File: src/pkg/tcc_pkg.sv
// constants shared by the 16-bit capture/compare timer
package tcc_pkg;

	// ---------------------------------------------------------------
	// widths and reset values
	// ---------------------------------------------------------------
	localparam int CNT_W = 16;
	localparam logic [15:0] CNT_RST = 16'h0000;
	localparam logic [15:0] CMP_RST = 16'h0000;
	localparam logic [15:0] CAP_RST = 16'h0000;
	localparam logic TFF_RST = 1'b0;

	// ---------------------------------------------------------------
	// capture mode field codes
	// ---------------------------------------------------------------
	localparam logic [1:0] CAPM_OFF = 2'h0;
	localparam logic [1:0] CAPM_DIFF = 2'h1;
	localparam logic [1:0] CAPM_WIDTH = 2'h2;
	localparam logic [1:0] CAPM_FREQ = 2'h3;

	// ---------------------------------------------------------------
	// toggle flip-flop control codes
	// ---------------------------------------------------------------
	localparam logic [1:0] FFC_INVERT = 2'h0;
	localparam logic [1:0] FFC_SET = 2'h1;
	localparam logic [1:0] FFC_CLEAR = 2'h2;
	localparam logic [1:0] FFC_KEEP = 2'h3;

	// ---------------------------------------------------------------
	// count source select
	// ---------------------------------------------------------------
	localparam logic CSRC_TICK = 1'b0;
	localparam logic CSRC_PIN_A = 1'b1;

endpackage

File: src/logic/timer16_capture_compare.sv
// 16-bit up-counter with two compare and two capture registers
`timescale 1ns/1ps

module timer16_capture_compare (
	// clock and reset
	input wire logic mclk,
	input wire logic nrst,
	// count control
	input wire logic count_tick,
	input wire logic timer_run,
	input wire logic prescaler_run,
	input wire logic count_src_sel,
	input wire logic clear_enable,
	// capture control
	input wire logic [1:0] capture_mode_field,
	input wire logic soft_capture_wr,
	// compare register writes
	input wire logic duty_buffer_enable,
	input wire logic duty_wr,
	input wire logic [15:0] duty_wdata,
	input wire logic period_wr,
	input wire logic [15:0] period_wdata,
	// toggle flip-flop control
	input wire logic cap_b_toggle_en,
	input wire logic cap_a_toggle_en,
	input wire logic period_toggle_en,
	input wire logic duty_toggle_en,
	input wire logic ff_ctrl_wr,
	input wire logic [1:0] ff_ctrl_code,
	input wire logic out_enable,
	// trigger sources
	input wire logic trigger_in_a,
	input wire logic trigger_in_b,
	input wire logic byte_timer_toggle_ff,
	// register contents
	output logic [15:0] up_counter,
	output logic [15:0] capture_reg_a,
	output logic [15:0] capture_reg_b,
	output logic [15:0] compare_duty_reg,
	output logic [15:0] duty_buffer,
	output logic [15:0] compare_period_reg,
	// toggle flip-flop and pin
	output logic output_toggle_ff,
	output logic pulse_out_pin,
	// interrupt pulses
	output logic duty_match_irq,
	output logic period_match_irq,
	output logic ext_irq_a,
	output logic ext_irq_b
);

	typedef struct packed {
		logic [15:0] cnt;
		logic [15:0] cap_a;
		logic [15:0] cap_b;
		logic [15:0] duty;
		logic [15:0] dbuf;
		logic [15:0] period;
		logic tff;
		logic pin;
		logic duty_irq;
		logic period_irq;
		logic irq_a;
		logic irq_b;
	} state_s;

	state_s st_r;
	state_s st_nxt;
	logic [1:0] rst_sync_r;
	logic rst_n;
	logic a_rise;
	logic a_fall;
	logic b_rise;
	logic bt_rise;
	logic bt_fall;
	logic count_en;
	logic duty_hit;
	logic period_hit;
	logic load_a;
	logic load_b;
	logic soft_cap;
	logic toggle_odd;

	// ---------------------------------------------------------------
	// reset release through two flip-flops
	// ---------------------------------------------------------------
	always_ff @(posedge mclk or negedge nrst)
	begin
		if (!nrst)
			rst_sync_r <= 2'h0;
		else
			rst_sync_r <= {rst_sync_r[0], 1'b1};
	end
	assign rst_n = rst_sync_r[1];

	// ---------------------------------------------------------------
	// edge detectors: pins synchronised, byte timer on same clock
	// ---------------------------------------------------------------
	edge_detect #(.USE_SYNC(1'b1)) u_edge_a (
		.mclk(mclk),
		.rst_n(rst_n),
		.din(trigger_in_a),
		.rise(a_rise),
		.fall(a_fall),
		.level()
	);

	edge_detect #(.USE_SYNC(1'b1)) u_edge_b (
		.mclk(mclk),
		.rst_n(rst_n),
		.din(trigger_in_b),
		.rise(b_rise),
		.fall(),
		.level()
	);

	edge_detect #(.USE_SYNC(1'b0)) u_edge_bt (
		.mclk(mclk),
		.rst_n(rst_n),
		.din(byte_timer_toggle_ff),
		.rise(bt_rise),
		.fall(bt_fall),
		.level()
	);

	// ---------------------------------------------------------------
	// event decode
	// ---------------------------------------------------------------
	// count source: prescaled tick or pin A rising edge
	assign count_en = timer_run & prescaler_run &
		((count_src_sel == tcc_pkg::CSRC_PIN_A) ? a_rise : count_tick);

	// comparator matches are taken on the count that leaves the matched value
	assign duty_hit = count_en & (st_r.cnt == st_r.duty);
	assign period_hit = count_en & (st_r.cnt == st_r.period);

	// capture triggers by mode; mode 00 loads nothing
	always_comb
	begin
		load_a = 1'b0;
		load_b = 1'b0;
		case (capture_mode_field)
			tcc_pkg::CAPM_DIFF:
			begin
				load_a = a_rise;
				load_b = b_rise;
			end
			tcc_pkg::CAPM_WIDTH:
			begin
				load_a = a_rise;
				load_b = a_fall;
			end
			tcc_pkg::CAPM_FREQ:
			begin
				load_a = bt_rise;
				load_b = bt_fall;
			end
			default:
			begin
				load_a = 1'b0;
				load_b = 1'b0;
			end
		endcase
	end

	// software capture needs the prescaler running
	assign soft_cap = soft_capture_wr & prescaler_run;

	// odd number of enabled events inverts the flip-flop once
	assign toggle_odd = ^{duty_hit & duty_toggle_en, period_hit & period_toggle_en,
		(load_a | soft_cap) & cap_a_toggle_en, load_b & cap_b_toggle_en};

	// ---------------------------------------------------------------
	// next-state logic
	// ---------------------------------------------------------------
	always_comb
	begin
		st_nxt = st_r;
		// up-counter with optional clear on period match
		if (count_en)
		begin
			if (period_hit && clear_enable)
				st_nxt.cnt = tcc_pkg::CNT_RST;
			else
				st_nxt.cnt = st_r.cnt + 16'h0001;
		end
		// captures latch the counter value
		if (load_a || soft_cap)
			st_nxt.cap_a = st_r.cnt;
		if (load_b)
			st_nxt.cap_b = st_r.cnt;
		// duty write always loads the buffer, and the register too unless double buffering
		if (duty_wr)
		begin
			st_nxt.dbuf = duty_wdata;
			if (!duty_buffer_enable)
				st_nxt.duty = duty_wdata;
		end
		if (period_hit && duty_buffer_enable)
			st_nxt.duty = st_r.dbuf;
		if (period_wr)
			st_nxt.period = period_wdata;
		// toggle flip-flop: software command other than keep wins over events
		if (ff_ctrl_wr && ff_ctrl_code != tcc_pkg::FFC_KEEP)
		begin
			case (ff_ctrl_code)
				tcc_pkg::FFC_INVERT: st_nxt.tff = ~st_r.tff;
				tcc_pkg::FFC_SET: st_nxt.tff = 1'b1;
				default: st_nxt.tff = 1'b0;
			endcase
		end
		else if (toggle_odd)
			st_nxt.tff = ~st_r.tff;
		st_nxt.pin = out_enable & st_nxt.tff;
		// interrupt pulses
		st_nxt.duty_irq = duty_hit;
		st_nxt.period_irq = period_hit;
		st_nxt.irq_a = (capture_mode_field == tcc_pkg::CAPM_WIDTH) ? a_fall : a_rise;
		st_nxt.irq_b = b_rise;
	end

	// state register
	always_ff @(posedge mclk or negedge rst_n)
	begin
		if (!rst_n)
		begin
			st_r <= '0;
			st_r.cnt <= tcc_pkg::CNT_RST;
			st_r.cap_a <= tcc_pkg::CAP_RST;
			st_r.cap_b <= tcc_pkg::CAP_RST;
			st_r.duty <= tcc_pkg::CMP_RST;
			st_r.dbuf <= tcc_pkg::CMP_RST;
			st_r.period <= tcc_pkg::CMP_RST;
			st_r.tff <= tcc_pkg::TFF_RST;
		end
		else
			st_r <= st_nxt;
	end

	// ---------------------------------------------------------------
	// outputs
	// ---------------------------------------------------------------
	assign up_counter = st_r.cnt;
	assign capture_reg_a = st_r.cap_a;
	assign capture_reg_b = st_r.cap_b;
	assign compare_duty_reg = st_r.duty;
	assign duty_buffer = st_r.dbuf;
	assign compare_period_reg = st_r.period;
	assign output_toggle_ff = st_r.tff;
	assign pulse_out_pin = st_r.pin;
	assign duty_match_irq = st_r.duty_irq;
	assign period_match_irq = st_r.period_irq;
	assign ext_irq_a = st_r.irq_a;
	assign ext_irq_b = st_r.irq_b;
endmodule

File: src/logic/edge_detect.sv
// optional two-stage synchroniser with rise and fall detection
`timescale 1ns/1ps

module edge_detect #(
	parameter bit USE_SYNC = 1'b1
) (
	// clock and reset
	input wire logic mclk,
	input wire logic rst_n,
	// sampled signal
	input wire logic din,
	// detected edges and settled level
	output logic rise,
	output logic fall,
	output logic level
);

	typedef struct packed {
		logic s1;
		logic s2;
		logic prev;
	} edge_s;

	edge_s st_r;
	edge_s st_nxt;
	logic lvl;

	// ---------------------------------------------------------------
	// level choice: synchronised copy or direct same-clock input
	// ---------------------------------------------------------------
	generate
		if (USE_SYNC)
		begin : g_sync
			assign lvl = st_r.s2;
		end
		else
		begin : g_direct
			assign lvl = din;
		end
	endgenerate

	// next state: first stage feeds only the second stage
	always_comb
	begin
		st_nxt = st_r;
		st_nxt.s1 = din;
		st_nxt.s2 = st_r.s1;
		st_nxt.prev = lvl;
	end

	// state register
	always_ff @(posedge mclk or negedge rst_n)
	begin
		if (!rst_n)
			st_r <= '0;
		else
			st_r <= st_nxt;
	end

	// edge outputs
	assign rise = lvl & ~st_r.prev;
	assign fall = ~lvl & st_r.prev;
	assign level = lvl;

endmodule

File: config.mk
export PLATFORM = sky130hd
export DESIGN_NAME = timer16_capture_compare
export DESIGN_NICKNAME = d
export VERILOG_FILES = /design/src/pkg/tcc_pkg.sv /design/src/logic/timer16_capture_compare.sv /design/src/logic/edge_detect.sv
export SDC_FILE = /design/constraint.sdc
export NUM_CORES = 1
export LEC_CHECK = 0
export BUFFER_PORTS_ARGS = -buffer_cell sky130_fd_sc_hd__buf_2
export CELL_PAD_IN_SITES_DETAIL_PLACEMENT = 0
export CELL_PAD_IN_SITES_GLOBAL_PLACEMENT = 1
export CORE_UTILIZATION = 40
export CTS_CLUSTER_DIAMETER = 50
export DETAILED_ROUTE_END_ITERATION = 6
export PLACE_DENSITY = 0.91
export SYNTH_ARGS = -nofsm -noshare
export SYNTH_HDL_FRONTEND = slang
export SYNTH_SLANG_ARGS = --single-unit
File: constraint.sdc
create_clock -name mclk -period 4.4 [get_ports mclk]
set_input_delay 0.22 -clock mclk [delete_from_list [all_inputs] [get_ports mclk]]
set_output_delay 0.22 -clock mclk [all_outputs]
set_load 0.01 [all_outputs]
==> reports/summary.md <==
After clock tree synthesis, the clock-pin slew on the worst setup and hold paths is 0.07 ns. The vias per cell was 4.917. Post-synthesis mux area share: 13.95%. TritonCTS built the clock tree. Routed wire length on met3: 593 um. sky130_fd_sc_hd__dfrtp_1 takes more of the synthesized area than any other cell. The min-delay analysis places its worst path in the category primary input to flip-flop. The worst setup path is launched from a flip-flop. After detailed routing, the number of remaining DRC violations is 0.

The worst hold path passes through 2 cells. The fraction of post-synthesis cell area in the top cell type by area came out at 55.60%. Sequential share of the synthesized area: 55.60%. Timing would allow up to 0.3502 GHz.

The run gives 41.25% as the effective utilization at floorplan. The kind of end point of the critical path is a flip-flop. When the netlist entered floorplanning its net count stood at 449. The worst-case IR drop observed on VDD is 0.1458 mV.

Across the routed clock network, the largest skew measured is 0.007109 ns. The worst setup path is of the flip-flop to flip-flop kind. The run gives 0 as the hold violation count in the final report. Yosys mapped a number of flops with a built-in enable equal to 0. The area of all placed cells without fillers is 0.006235 sq mm, and the transition time at the pin with the least slew margin is 1.171 ns.

After Yosys synthesis, XOR and XNOR cells account for 8.465% of the synthesized area. First-pass GRT wire length: 19.34 mm. Ranked by total cell area, the synthesized netlist is headed by sky130_fd_sc_hd__dfrtp_1 56%, sky130_fd_sc_hd__mux2_2 14%, sky130_fd_sc_hd__xor2_1 3.9%, sky130_fd_sc_hd__xnor2_1 3.7%, sky130_fd_sc_hd__a22o_1 2.8%. The total power density per cell area works out to 402.6 mW/mm^2.

In this run the worst path has a maximum fanout of 17. Synthesis handed over a netlist of 388 instances. The floorplan die area is 0.01294 sq mm, and the fraction of synthesis flops using an asynchronous set or reset pin is 100.0%. The initial antenna violation count is 0.

The most frequently used cell type in the post-synthesis netlist was sky130_fd_sc_hd__dfrtp_1. Counting cells, the worst reg-to-reg path comes to 6. Measured along the y axis, the die boundary spans 113.8 um. Setup repair after global routing left no endpoint under its margin. The remaining max-slew budget at the tightest pin was 21.79%; the routed length on met2 was 5.836 mm. The final period utilization is 64.90%. The run gives 111 as the clock net sink count. Detailed placement finished with a half-perimeter wire length of 8.919 mm.

Width of the chip: 113.8 um. The layout-stage area growth over the synthesis result is 24.79%. Of the cells placed in the final design, the portion with a size suffix greater than 1 is 45.49%. The run gives 12.01 mm as the aggregate routed wire length.

The layout has 1097 filler cells. For the latest clock arrival within the worst-skew pair, the log shows 0.35 ns. The startpoint identified for the worst register-to-register timing path is u_edge_a.st_r[0]$_DFF_PN0_. The repair_antennas step left the layout with diodes totalling 0.

The arithmetic-cell share of the synthesized area counting full adders, half adders and majority gates was 1.252%; the placer's final routability congestion estimate was 0.8466. Overall routing resource usage: 19.79%. The pin count of the biggest net entering global routing was 74; the number of buffers inserted by post-CTS setup repair was 0. The run gives 4 as the number of detailed-route iterations in the first pass.

Summing the areas of all compound-gate instances in the mapped netlist gives 8.089% of the synthesized area. CTS built an H-tree with a depth of 3. The fraction of the mapped netlist area in simple logic gates is 9.592%, and the global route total overflow is 0.

The routed length per instance came out at 16.90 um. In the synthesized netlist the dominant register cell turns out to be sky130_fd_sc_hd__dfrtp_1. After synthesis the netlist holds a flip-flop and latch count of 111.

Once detail routing completed, the nets flagged for antenna violations numbered 0. The placed instances occupy a cell area of 0.005904 sq mm. The detailed router finished its first iteration with 187 violations. In this run the static leakage power is 3.163 nW. For the count of pins over their slew limit, the log shows 0. The worst path meets setup with 1.545 ns of slack. The data arrival time of the worst path was 3.10 ns; the distinct cell type count of the synthesized netlist was 48. The worst slack at placement was 1.502 ns; the area of the placeable core was 0.01211 sq mm. The tools report the warning count from the yosys run as 0. In this run the worst setup path begins at u_edge_a.st_r[0]$_DFF_PN0_. The run gives 599 as the number of nets in the layout. After floorplanning, the core was divided into 40 placement rows.

The number of global-route vias before repair is 3612, and the top-level I/O count is 158. The dominant combinational cell family by area after synthesis was multiplexers. The accumulated negative setup slack is 0 ns.

The detailed router used layers up to and including met4. In this run, CTS created clock tree buffers numbering 9. After layout, the minimum clock period comes to 2.855 ns. In this run the most critical hold path is launched from period_wdata[14].

The run finished with clean final reports. A synthesized cell averages 12.88 sq um. The tree is rooted in a sky130_fd_sc_hd__clkbuf_16.

The run gives 2 as the deepest clock path buffer count. The run gives 5.455 mm as the total routed wire length on the met1 layer. For the max-capacitance violation count, the log shows 0.

The tools report the number of setup violations in the final report as 0. The data required time at the worst endpoint is 4.64 ns. In the synthesized netlist, the cells that appear most often are 111 x sky130_fd_sc_hd__dfrtp_1, 61 x sky130_fd_sc_hd__mux2_2, 22 x sky130_fd_sc_hd__xor2_1, 21 x sky130_fd_sc_hd__xnor2_1.

After synthesis the cells add up to 0.004996 sq mm. Summing over every cut layer, the via total after detailed routing is 3496. The quantity of I/O buffers inserted on ports works out to 157.
worst max-delay path: stages (launching register included):
cell	delay, ns
sky130_fd_sc_hd__dfrtp_1	0.39
sky130_fd_sc_hd__nand3b_1	0.15
sky130_fd_sc_hd__a21oi_1	0.67
sky130_fd_sc_hd__nand2_1	0.33
sky130_fd_sc_hd__nor3_4	0.64
sky130_fd_sc_hd__nor2_2	0.29
sky130_fd_sc_hd__a21o_1	0.27
cell type report:
cell class	instances	area, sq um	share of cell area, %
Sequential cell	111	2781	44.61
Multi-Input combinational cell	244	2082	33.39
Tap cell	168	210.2	3.371
Clock inverter	6	61.31	0.9833
Clock buffer	10	229.0	3.672
Timing Repair Buffer	162	833.3	13.37
Inverter	10	37.54	0.6020
what timing repair did:
item / CTS / global route
setup endpoints to repair: 0 / 0
hold buffers: 4 / 0
hold endpoints to repair: 5 / 0
resized for setup: 0 / 0
placed cells by master, fill, tap and decap left out, types with 3 or more instances in the layout:
master / netlist / final
sky130_fd_sc_hd__nand4_1: 7 / 7
sky130_fd_sc_hd__nand3b_1: 5 / 5
sky130_fd_sc_hd__clkbuf_16: 0 / 9
sky130_fd_sc_hd__xnor2_1: 21 / 21
sky130_fd_sc_hd__and3_1: 4 / 4
sky130_fd_sc_hd__a21oi_1: 4 / 4
sky130_fd_sc_hd__nor2b_1: 4 / 4
sky130_fd_sc_hd__inv_1: 10 / 10
sky130_fd_sc_hd__nand2_1: 10 / 10
sky130_fd_sc_hd__dfrtp_1: 111 / 110
sky130_fd_sc_hd__buf_2: 11 / 157
sky130_fd_sc_hd__dlygate4sd3_1: 0 / 4
sky130_fd_sc_hd__clkinv_2: 0 / 3
sky130_fd_sc_hd__ha_1: 5 / 5
sky130_fd_sc_hd__nor3_1: 4 / 4
sky130_fd_sc_hd__nand2b_1: 4 / 4
sky130_fd_sc_hd__o21ai_0: 8 / 8
sky130_fd_sc_hd__a22o_1: 16 / 16
sky130_fd_sc_hd__nand3_1: 4 / 4
sky130_fd_sc_hd__or3_1: 3 / 3
sky130_fd_sc_hd__nor4_2: 3 / 3
sky130_fd_sc_hd__and2_1: 4 / 4
sky130_fd_sc_hd__nor2_1: 15 / 15
sky130_fd_sc_hd__xor2_1: 22 / 22
sky130_fd_sc_hd__mux2_2: 61 / 61
sky130_fd_sc_hd__a21o_1: 16 / 16
per-stage QoR:
stage | std cells | hold slack (ns) | util, % | power [mW]
final | 711 | 0.09499 | 51.48 | 2.510
after CTS | 711 | 0.09154 | 51.48 | 2.539
after detailed placement | 691 | 0.007202 | 48.75 | 1.727
after floorplan | 388 | -0.07559 | - | 1.521
after global placement | 691 | 0.004663 | 48.75 | 1.713
after global routing | 711 | 0.08849 | 51.48 | 2.646
power breakdown:
part           switching [mW]  leakage (nW)  internal [mW]  total (mW)
sequential              0.137          1.39           1.13        1.26
clock                   0.366         0.142          0.440       0.806
combinational           0.209          1.63          0.232       0.442
worst paths after layout:
path	slack, ns	end
min in group asynchronous	0.18	rst_sync_r[1]$_DFF_PN0_
worst max-delay path	1.54	compare_duty_reg[8]$_DFFE_PN0P_
worst max register to register	1.54	compare_duty_reg[8]$_DFFE_PN0P_
worst min-delay path	0.09	compare_period_reg[14]$_DFFE_PN0P_
worst min register to register	0.35	u_edge_b.level$_DFF_PN0_
max in group asynchronous	2.87	capture_reg_a[7]$_DFFE_PN0N_
logic make-up after synthesis:
logic type | count (synthesis)
DFF | 111
AOI/OAI and AO/OA | 53
adders and majority gates | 5
muxes | 62
buffers and inverters | 33
other | 1
and+or+nand+nor | 78
xor gates and xnor gates | 45
per-layer routing:
layer / global-route usage (%) / vias to the layer above
met5: 0 / -
met2: 32.85 / 104
li1: - / 1654
met4: 4.737 / 0
met1: 26.41 / 1726
met3: 4.463 / 12
Power figures use the tool's default switching activity.
